$ cat config.mk
export PLATFORM = sky130hd
export DESIGN_NAME = cdcs_status_bank
export DESIGN_NICKNAME = d
export VERILOG_FILES = /design/src/cdcs_pkg.sv /design/src/cdcs_div_if.sv /design/src/cdcs_status_bank.sv /design/src/cdcs_ref_divider.sv
export SDC_FILE = /design/constraint.sdc
export NUM_CORES = 1
export LEC_CHECK = 0
export ABC_AREA = 0
export BUFFER_PORTS_ARGS = -buffer_cell sky130_fd_sc_hd__buf_2
export CORE_MARGIN = 2
export CORE_UTILIZATION = 39
export DETAILED_ROUTE_END_ITERATION = 10
export GPL_ROUTABILITY_DRIVEN = 0
export HOLD_SLACK_MARGIN = 0.03
export PLACE_DENSITY = 0.65
export SLEW_MARGIN = 0
export SYNTH_ARGS = -nofsm -noshare
export SYNTH_HDL_FRONTEND = slang
export SYNTH_HIERARCHICAL = 1
export SYNTH_SLANG_ARGS = --single-unit
$ cat constraint.sdc
create_clock -name clk -period 7.4 [get_ports clk]
set_input_delay 0.37 -clock clk [delete_from_list [all_inputs] [get_ports clk]]
set_output_delay 0.37 -clock clk [all_outputs]
set_load 0.02 [all_outputs]
$ cat src/cdcs_pkg.sv
// Constants shared by the converter status and channel 3 divider bank
package cdcs_pkg;
    localparam int ADDR_W = 8;
    localparam int DATA_W = 16;
    localparam int MAX_CHAN = 4;
    localparam int CHAN_W = 2;

    // Register offsets
    localparam logic [ADDR_W-1:0] ADDR_DIV_CH3    = 8'h17;
    localparam logic [ADDR_W-1:0] ADDR_STATUS     = 8'h18;
    localparam logic [ADDR_W-1:0] ADDR_IRQ_STATUS = 8'h1c;
    localparam logic [ADDR_W-1:0] ADDR_IRQ_MASK   = 8'h1d;

    // Channel 3 divider register fields
    localparam int DIV_W = 10;
    localparam int DIV_LSB = 0;
    localparam int DIV_MSB = 9;
    localparam int FSEL_W = 2;
    localparam int FSEL_LSB = 12;
    localparam int FSEL_MSB = 13;
    localparam logic [DIV_W-1:0] DIV_RST = 10'h000;
    localparam logic [FSEL_W-1:0] FSEL_RST = 2'h0;

    // Converter status register fields
    localparam int ST_ERRCH_LSB = 14;
    localparam int ST_ERRCH_MSB = 15;
    localparam int ST_WD = 11;
    localparam int ST_AH = 10;
    localparam int ST_AL = 9;
    localparam int ST_RDY = 6;
    localparam int ST_UNREAD_TOP = 3;
    localparam logic [DATA_W-1:0] STATUS_RST = 16'h0000;

    // Interrupt status and mask layout
    localparam int IRQ_W = 4;
    localparam int IRQ_WD = 0;
    localparam int IRQ_AH = 1;
    localparam int IRQ_AL = 2;
    localparam int IRQ_RDY = 3;
    localparam logic [IRQ_W-1:0] IRQ_RST = 4'h0;
    localparam logic [IRQ_W-1:0] MASK_RST = 4'h0;
endpackage

$ cat src/cdcs_div_if.sv
// Link between the register bank and the reference divider
`timescale 1ns/1ps
interface cdcs_div_if;
    logic [cdcs_pkg::DIV_W-1:0] divisor;
    logic                       refTick;
    modport ctrl (output divisor, input refTick);
    modport gen (input divisor, output refTick);
endinterface

$ cat src/cdcs_status_bank.sv
// Converter status register, channel 3 divider register and interrupt logic
//
// Decided for this implementation: the plain strobed port.
`timescale 1ns/1ps
// Functional notes
// - Channel 3 divider is 10 bits at 9:0, resets zero; reference = clock/setting.
// - Status 15:14 report the channel that raised the current flag or error.
// - Latched errors hold until status or error channel's result is read.
// - Status bit 11 marks a watchdog timeout since the last status read.
// - Status bit 10 marks an amplitude-high warning since the last status read.
// - Status bit 9 marks an amplitude-low warning since the last status read.
// - Status bit 6 sets when a new result is ready, only while ready routing is enabled.
// - In sequential mode ready sets only once every active channel converted.
// - Status bits 3 to 0 flag unread results of channels 0 to 3.
// - Channel 2 and 3 fields and divider exist only on four-channel builds.
// - Status fields are read-only and all read zero after reset.
// - Without sequential mode the select field picks the single converting channel.
// - With ready routing enabled, ready drives the low interrupt pin and status.
module cdcs_status_bank #(
    parameter int NUM_CHAN = 4
) (
    input  wire logic                          clk,
    input  wire logic                          srst,
    input  wire logic [cdcs_pkg::ADDR_W-1:0]   regAddr,
    input  wire logic [cdcs_pkg::DATA_W-1:0]   regWrData,
    input  wire logic                          regWrEn,
    input  wire logic                          regRdEn,
    output logic      [cdcs_pkg::DATA_W-1:0]   regRdData,
    input  wire logic                          sequenceModeEnable,
    input  wire logic [cdcs_pkg::CHAN_W-1:0]   singleChannelSelect,
    input  wire logic [cdcs_pkg::MAX_CHAN-1:0] activeChanMask,
    input  wire logic                          readyToIrqEnable,
    input  wire logic                          convDone,
    input  wire logic [cdcs_pkg::CHAN_W-1:0]   convChan,
    input  wire logic                          wdEvent,
    input  wire logic                          ahEvent,
    input  wire logic                          alEvent,
    input  wire logic [cdcs_pkg::CHAN_W-1:0]   eventChan,
    input  wire logic                          resultRead,
    input  wire logic [cdcs_pkg::CHAN_W-1:0]   resultReadChan,
    output logic      [cdcs_pkg::DIV_W-1:0]    refDividerChan3,
    output logic      [cdcs_pkg::FSEL_W-1:0]   sensorFreqSelectChan3,
    output logic                               refTickChan3,
    output logic                               irqOut,
    output logic                               irqPinN
);
    localparam logic FOUR_CHAN = (NUM_CHAN == cdcs_pkg::MAX_CHAN);

    function automatic logic chanValid(input logic [cdcs_pkg::CHAN_W-1:0] ch);
        chanValid = (int'(ch) < NUM_CHAN);
    endfunction

    function automatic logic [cdcs_pkg::MAX_CHAN-1:0] chanBit(
        input logic [cdcs_pkg::CHAN_W-1:0] ch);
        chanBit = chanValid(ch) ? (4'h1 << ch) : 4'h0;
    endfunction

    // Register bank state
    logic [cdcs_pkg::DIV_W-1:0]    divQ;
    logic [cdcs_pkg::DIV_W-1:0]    divD;
    logic [cdcs_pkg::FSEL_W-1:0]   fselQ;
    logic [cdcs_pkg::FSEL_W-1:0]   fselD;
    logic [cdcs_pkg::IRQ_W-1:0]    maskQ;
    logic [cdcs_pkg::IRQ_W-1:0]    maskD;
    logic [cdcs_pkg::DATA_W-1:0]   rdDataQ;
    logic [cdcs_pkg::DATA_W-1:0]   rdDataD;

    // Status state
    logic [cdcs_pkg::CHAN_W-1:0]   errChanQ;
    logic [cdcs_pkg::CHAN_W-1:0]   errChanD;
    logic                          wdFlagQ;
    logic                          wdFlagD;
    logic                          ahFlagQ;
    logic                          ahFlagD;
    logic                          alFlagQ;
    logic                          alFlagD;
    logic                          readyQ;
    logic                          readyD;
    logic [cdcs_pkg::MAX_CHAN-1:0] unreadQ;
    logic [cdcs_pkg::MAX_CHAN-1:0] unreadD;
    logic [cdcs_pkg::MAX_CHAN-1:0] seenQ;
    logic [cdcs_pkg::MAX_CHAN-1:0] seenD;
    logic [cdcs_pkg::IRQ_W-1:0]    irqStQ;
    logic [cdcs_pkg::IRQ_W-1:0]    irqStD;
    logic                          irqQ;
    logic                          irqD;
    logic                          irqPinNQ;
    logic                          irqPinND;

    // Decoded strobes and helpers
    logic                          statusRead;
    logic                          irqStRead;
    logic                          errClear;
    logic                          anyErr;
    logic                          convOk;
    logic                          readySet;
    logic                          seqComplete;
    logic [cdcs_pkg::MAX_CHAN-1:0] activeEff;
    logic [cdcs_pkg::MAX_CHAN-1:0] seenNext;
    logic [cdcs_pkg::DATA_W-1:0]   statusVal;

    cdcs_div_if divLink ();

    cdcs_ref_divider uRefDiv (
        .clk  (clk),
        .srst (srst),
        .dv   (divLink.gen)
    );

    assign divLink.divisor = divQ;

    assign statusRead = regRdEn && (regAddr == cdcs_pkg::ADDR_STATUS);
    assign irqStRead = regRdEn && (regAddr == cdcs_pkg::ADDR_IRQ_STATUS);
    // Result read of the reported channel also releases the error latch
    assign errClear = statusRead || (resultRead && (resultReadChan == errChanQ));
    assign anyErr = (wdEvent || ahEvent || alEvent) && chanValid(eventChan);
    assign convOk = convDone && chanValid(convChan);
    assign activeEff = activeChanMask & (FOUR_CHAN ? 4'hf : 4'h3);
    assign seenNext = seenQ | (convOk ? chanBit(convChan) : 4'h0);
    assign seqComplete = (activeEff != 4'h0) && ((seenNext & activeEff) == activeEff);

    always_comb begin
        if (sequenceModeEnable) begin
            readySet = convOk && (activeEff & chanBit(convChan)) != 4'h0 && seqComplete;
        end else begin
            readySet = convOk && (convChan == singleChannelSelect);
        end
    end

    // Status word as software sees it; reserved bits stay zero
    always_comb begin
        statusVal = cdcs_pkg::STATUS_RST;
        statusVal[cdcs_pkg::ST_ERRCH_MSB:cdcs_pkg::ST_ERRCH_LSB] = errChanQ;
        statusVal[cdcs_pkg::ST_WD] = wdFlagQ;
        statusVal[cdcs_pkg::ST_AH] = ahFlagQ;
        statusVal[cdcs_pkg::ST_AL] = alFlagQ;
        statusVal[cdcs_pkg::ST_RDY] = readyQ;
        for (int i = 0; i < cdcs_pkg::MAX_CHAN; i++) begin
            statusVal[cdcs_pkg::ST_UNREAD_TOP - i] = unreadQ[i];
        end
    end

    // Register bank next state and read path
    always_comb begin
        divD = divQ;
        fselD = fselQ;
        maskD = maskQ;
        rdDataD = cdcs_pkg::STATUS_RST;
        if (regWrEn && FOUR_CHAN && regAddr == cdcs_pkg::ADDR_DIV_CH3) begin
            // Reserved bits are dropped, so they always read back zero
            divD = regWrData[cdcs_pkg::DIV_MSB:cdcs_pkg::DIV_LSB];
            fselD = regWrData[cdcs_pkg::FSEL_MSB:cdcs_pkg::FSEL_LSB];
        end
        if (regWrEn && regAddr == cdcs_pkg::ADDR_IRQ_MASK) begin
            maskD = regWrData[cdcs_pkg::IRQ_W-1:0];
        end
        if (regRdEn) begin
            unique case (regAddr)
                cdcs_pkg::ADDR_DIV_CH3: begin
                    if (FOUR_CHAN) begin
                        rdDataD[cdcs_pkg::DIV_MSB:cdcs_pkg::DIV_LSB] = divQ;
                        rdDataD[cdcs_pkg::FSEL_MSB:cdcs_pkg::FSEL_LSB] = fselQ;
                    end
                end
                cdcs_pkg::ADDR_STATUS: begin
                    rdDataD = statusVal;
                end
                cdcs_pkg::ADDR_IRQ_STATUS: begin
                    rdDataD[cdcs_pkg::IRQ_W-1:0] = irqStQ;
                end
                cdcs_pkg::ADDR_IRQ_MASK: begin
                    rdDataD[cdcs_pkg::IRQ_W-1:0] = maskQ;
                end
                default: begin
                    rdDataD = cdcs_pkg::STATUS_RST;
                end
            endcase
        end
    end

    always_ff @(posedge clk) begin
        if (srst) begin
            divQ <= cdcs_pkg::DIV_RST;
            fselQ <= cdcs_pkg::FSEL_RST;
            maskQ <= cdcs_pkg::MASK_RST;
            rdDataQ <= cdcs_pkg::STATUS_RST;
        end else begin
            divQ <= divD;
            fselQ <= fselD;
            maskQ <= maskD;
            rdDataQ <= rdDataD;
        end
    end

    // Status next state: a new event always beats a same-cycle clear
    always_comb begin
        errChanD = errChanQ;
        wdFlagD = wdFlagQ;
        ahFlagD = ahFlagQ;
        alFlagD = alFlagQ;
        if (errClear) begin
            errChanD = '0;
            wdFlagD = 1'b0;
            ahFlagD = 1'b0;
            alFlagD = 1'b0;
        end
        if (anyErr) begin
            errChanD = eventChan;
            wdFlagD = wdFlagD || wdEvent;
            ahFlagD = ahFlagD || ahEvent;
            alFlagD = alFlagD || alEvent;
        end
        readyD = readyQ;
        if (statusRead) begin
            readyD = 1'b0;
        end
        // Ready only reaches status while routing to the pin is on
        if (readySet && readyToIrqEnable) begin
            readyD = 1'b1;
        end
        seenD = seenQ;
        if (!sequenceModeEnable) begin
            seenD = 4'h0;
        end else if (convOk) begin
            seenD = seqComplete ? 4'h0 : seenNext;
        end
        unreadD = unreadQ;
        if (resultRead) begin
            unreadD = unreadD & ~chanBit(resultReadChan);
        end
        if (convOk) begin
            unreadD = unreadD | chanBit(convChan);
        end
    end

    always_ff @(posedge clk) begin
        if (srst) begin
            errChanQ <= '0;
            wdFlagQ <= 1'b0;
            ahFlagQ <= 1'b0;
            alFlagQ <= 1'b0;
            readyQ <= 1'b0;
            seenQ <= 4'h0;
            unreadQ <= 4'h0;
        end else begin
            errChanQ <= errChanD;
            wdFlagQ <= wdFlagD;
            ahFlagQ <= ahFlagD;
            alFlagQ <= alFlagD;
            readyQ <= readyD;
            seenQ <= seenD;
            unreadQ <= unreadD;
        end
    end

    // Interrupt status: sticky, cleared by its own read, set wins
    always_comb begin
        irqStD = irqStRead ? cdcs_pkg::IRQ_RST : irqStQ;
        irqStD[cdcs_pkg::IRQ_WD] = irqStD[cdcs_pkg::IRQ_WD] || (wdEvent && anyErr);
        irqStD[cdcs_pkg::IRQ_AH] = irqStD[cdcs_pkg::IRQ_AH] || (ahEvent && anyErr);
        irqStD[cdcs_pkg::IRQ_AL] = irqStD[cdcs_pkg::IRQ_AL] || (alEvent && anyErr);
        irqStD[cdcs_pkg::IRQ_RDY] = irqStD[cdcs_pkg::IRQ_RDY] || readySet;
        irqD = |(irqStD & maskD);
        irqPinND = !(readyToIrqEnable && readyD);
    end

    always_ff @(posedge clk) begin
        if (srst) begin
            irqStQ <= cdcs_pkg::IRQ_RST;
            irqQ <= 1'b0;
            irqPinNQ <= 1'b1;
        end else begin
            irqStQ <= irqStD;
            irqQ <= irqD;
            irqPinNQ <= irqPinND;
        end
    end

    assign regRdData = rdDataQ;
    assign refDividerChan3 = divQ;
    assign sensorFreqSelectChan3 = fselQ;
    assign refTickChan3 = divLink.refTick;
    assign irqOut = irqQ;
    assign irqPinN = irqPinNQ;
endmodule

$ cat src/cdcs_ref_divider.sv
// Reference tick generator: one tick every divisor clocks
`timescale 1ns/1ps
module cdcs_ref_divider (
    input wire logic clk,
    input wire logic srst,
    cdcs_div_if.gen  dv
);
    logic [cdcs_pkg::DIV_W-1:0] cntQ;
    logic [cdcs_pkg::DIV_W-1:0] cntD;
    logic                       tickQ;
    logic                       tickD;

    always_comb begin
        cntD = cntQ;
        tickD = 1'b0;
        // Zero divisor is reserved: hold the generator idle
        if (dv.divisor == cdcs_pkg::DIV_RST) begin
            cntD = cdcs_pkg::DIV_RST;
        end else if (cntQ >= dv.divisor - 10'h001) begin
            cntD = cdcs_pkg::DIV_RST;
            tickD = 1'b1;
        end else begin
            cntD = cntQ + 10'h001;
        end
    end

    always_ff @(posedge clk) begin
        if (srst) begin
            cntQ <= cdcs_pkg::DIV_RST;
            tickQ <= 1'b0;
        end else begin
            cntQ <= cntD;
            tickQ <= tickD;
        end
    end

    assign dv.refTick = tickQ;
endmodule

==> metrics.txt <==
Die Y=90.41 um; area fraction of the dominant cell type after synthesis=0.4332; Yosys cell types=53; leading cell types in the layout, fill and taps excluded=buf_2, dfxtp_1, nand2_1; first-pass GRT wire length=11,790 um; # hold bufs at CTS=0; Area growth syn-to-layout=23.46%; CP endpoint kind=flip-flop; post-route antenna net violation count=0; asr flop ratio synth=0; leading area contributor after synthesis=dfxtp_1; via/cell ratio=5.149; syn avg cell area=9.185 um2; largest net degree at the start of global routing=28; Cells after Synth=317; port bufs=73; Die X-Extent=90.41 um; vias=2,554; Final Instance Area=0.003595 mm2; # diodes=0; hold depth=2; fmax=354.6 MHz; CTS Buf Count=9; Core ar.=0.007253 mm2; launching point of the worst reg2reg path=refDividerChan3[3]$_SDFFE_PP0P_; Sink Count=63; die area=0.008173 mm2; starting density of the core=0.4014; num rows=31; H-tree depth=3; RR Endpoint=uRefDiv/cntQ[3]$_SDFF_PP0_; arrival time worst endpoint=3020 ps; DR pass1 iterations=4; Slew HR=0.4055; measured slew at the worst slew-check pin=880.5 ps; Placement Cell Area=0.003368 mm2; Critical Path RT=7600 ps; initial antenna violation count=0; CP cell instances=nor4_4, nor4b_4, nand2_2, xor2_1, ha_1, nand4_1, o31ai_2, nor3_1; drt initial violations=100; Overflow after GRT=0; Final Critical Period=2820 ps; Worst Skew=8.703 ps; yosys warns=6; Worst R2R Setup Slack=4580 ps; leakage=1.568 nW; Seq/Total Area, Yosys=0.4332; Post-synth EDFFs=0; fillers=712; gr usage total=0.1796; worst hold path type=primary input to flip-flop; clock root buffer=clkbuf_8; final setup fails=0; final worst path period share=0.3811; layout cells sized above 1=0.2746; Slew Limit Fails=0; RSZ-0062 raised after global routing=no; Crit Path Class=flip-flop to flip-flop; DR WL/cell=14.17 um; Power Dens Cells=203.7 mW/mm2; worst vdd ir=0.09783 mV; Post-DP HPWL=5289 um; IO Count=78; Post-route DRC=0; CTS resizes=0; Clock Latency Late Sink=350 ps; outcome=finished clean; final WL=7027 um; Cells after DPL=480; final hold vios=0; # nets final=451; crit path launch type=flip-flop; CP startpoint=refDividerChan3[3]$_SDFFE_PP0P_; predominant post-synthesis flop cell=dfxtp_1; Setup Fix Bufs, Post-CTS=0; Worst path max stage delay=740 ps; FF+latch count, synth=63; Core Util, Final=0.4956; cell at the slowest stage of the critical path=o31ai_2; worst setup path endpoint=uRefDiv/cntQ[3]$_SDFF_PP0_; critical path fanouts, max=10; setup_tns=0 ps; vias in the first global route=2,464; CTS Buffer Depth=2; top cells by area, synth=dfxtp_1, ha_1, nand3_1, nand2_1, a21oi_1; CTS tree=yes; Syn Nets=376; post-synthesis cell area=0.002912 mm2; fin cells=496; Max Cap Viol=0; Worst R2R Path Depth=8; clock slew at reported path FFs=80 ps; most common cell after layout, fill and taps aside=buf_2
flip-flops by register name (all words and copies together), names as in the netlist, 2 cells and up:
register / cells
refDividerChan3: 10
regRdData: 16
errChanQ: 2
unreadQ: 4
maskQ: 4
irqStQ: 4
uRefDiv/cntQ: 10
seenQ: 4
sensorFreqSelectChan3: 2
area by class of cell:
cell class	count	area (um2)	share of cell area
multi-input combinational	232	1558	0.4333
tap	99	123.9	0.03446
timing repair buffer	76	387.9	0.1079
clock buffer	9	123.9	0.03446
inverter	10	37.54	0.01044
sequential	63	1261	0.3509
clock inverter	7	102.6	0.02854
worst min-delay path by stage:
stage                                startpoint                       end  slack [ps]
after global placement    seenQ[2]$_SDFFE_PP0P_     seenQ[2]$_SDFFE_PP0P_         450
after detailed placement  seenQ[2]$_SDFFE_PP0P_     seenQ[2]$_SDFFE_PP0P_         450
after floorplan              ahFlagQ$_SDFF_PP0_  regRdData[10]$_SDFF_PP0_         430
after global routing           readyToIrqEnable        irqPinN$_SDFF_PP1_         240
final                          readyToIrqEnable        irqPinN$_SDFF_PP1_         250
after CTS                      readyToIrqEnable        irqPinN$_SDFF_PP1_         240
synth_stat cells, types with 2 or more instances:
library cell / instances
dfxtp_1: 63
nand2_1: 31
nand3_1: 24
a21oi_1: 22
nor2_1: 21
nor3_1: 17
and2_1: 14
ha_1: 12
xnor2_1: 11
inv_1: 10
clkbuf_1: 9
xor2_1: 9
a31oi_1: 6
a22oi_1: 4
mux2i_1: 4
nand3b_1: 4
nor3b_1: 4
a21o_1: 3
a21o_2: 3
a211oi_1: 2
a22o_1: 2
a32oi_1: 2
and3_1: 2
buf_2: 2
mux2_2: 2
nand2b_1: 2
nor4_1: 2
nor4_4: 2
o21ai_0: 2
o311ai_0: 2
o311ai_1: 2
cell families (layout without fill, tap and decap cells):
family                     count (synthesis)  in the layout  share of synthesized area
buffers and inverters                     22            102                    0.03180
xor gates and xnor gates                  20             20                    0.06016
muxes                                      7              7                    0.02922
DFF                                       63             63                     0.4332
AOI/OAI and AO/OA                         57             57                     0.1324
adders and majority gates                 12             12                    0.05157
and+or+nand+nor                          136            136                     0.2617
metrics by stage:
step / power [mW] / setup WS, ps / hold slack, ps
floorplan: 0.3785 / 4902 / 430.1
global placement: 0.3979 / 4684 / 449.9
detailed placement: 0.3986 / 4585 / 450.3
CTS: 0.7390 / 4579 / 240.0
global route: 0.7636 / 4395 / 236.2
finish: 0.7321 / 4580 / 245.9
power breakdown:
group	leakage, nW	switching, mW	internal [mW]
registers	0.511	0.00338	0.344
clock network	0.111	0.148	0.194
logic	0.947	0.0240	0.0193
total	1.57	0.175	0.557
critical path: cells and delay by family, from the launching register on:
kind	cells	cell delay, ps
compound gates	1	740
simple gates	5	1050
fa+ha+maj	1	320
xor+xnor	1	160
flops	1	410
per-layer routing:
layer,share of wire,vias to the layer above,global-route usage
li1,-,1279,-
met1,0.46,1186,0.2344
met2,0.47,80,0.2857
met3,0.055,9,0.04007
met4,0.014,0,0.07821
met5,0,-,0
Note: power is estimated with default switching activity, not from simulation.
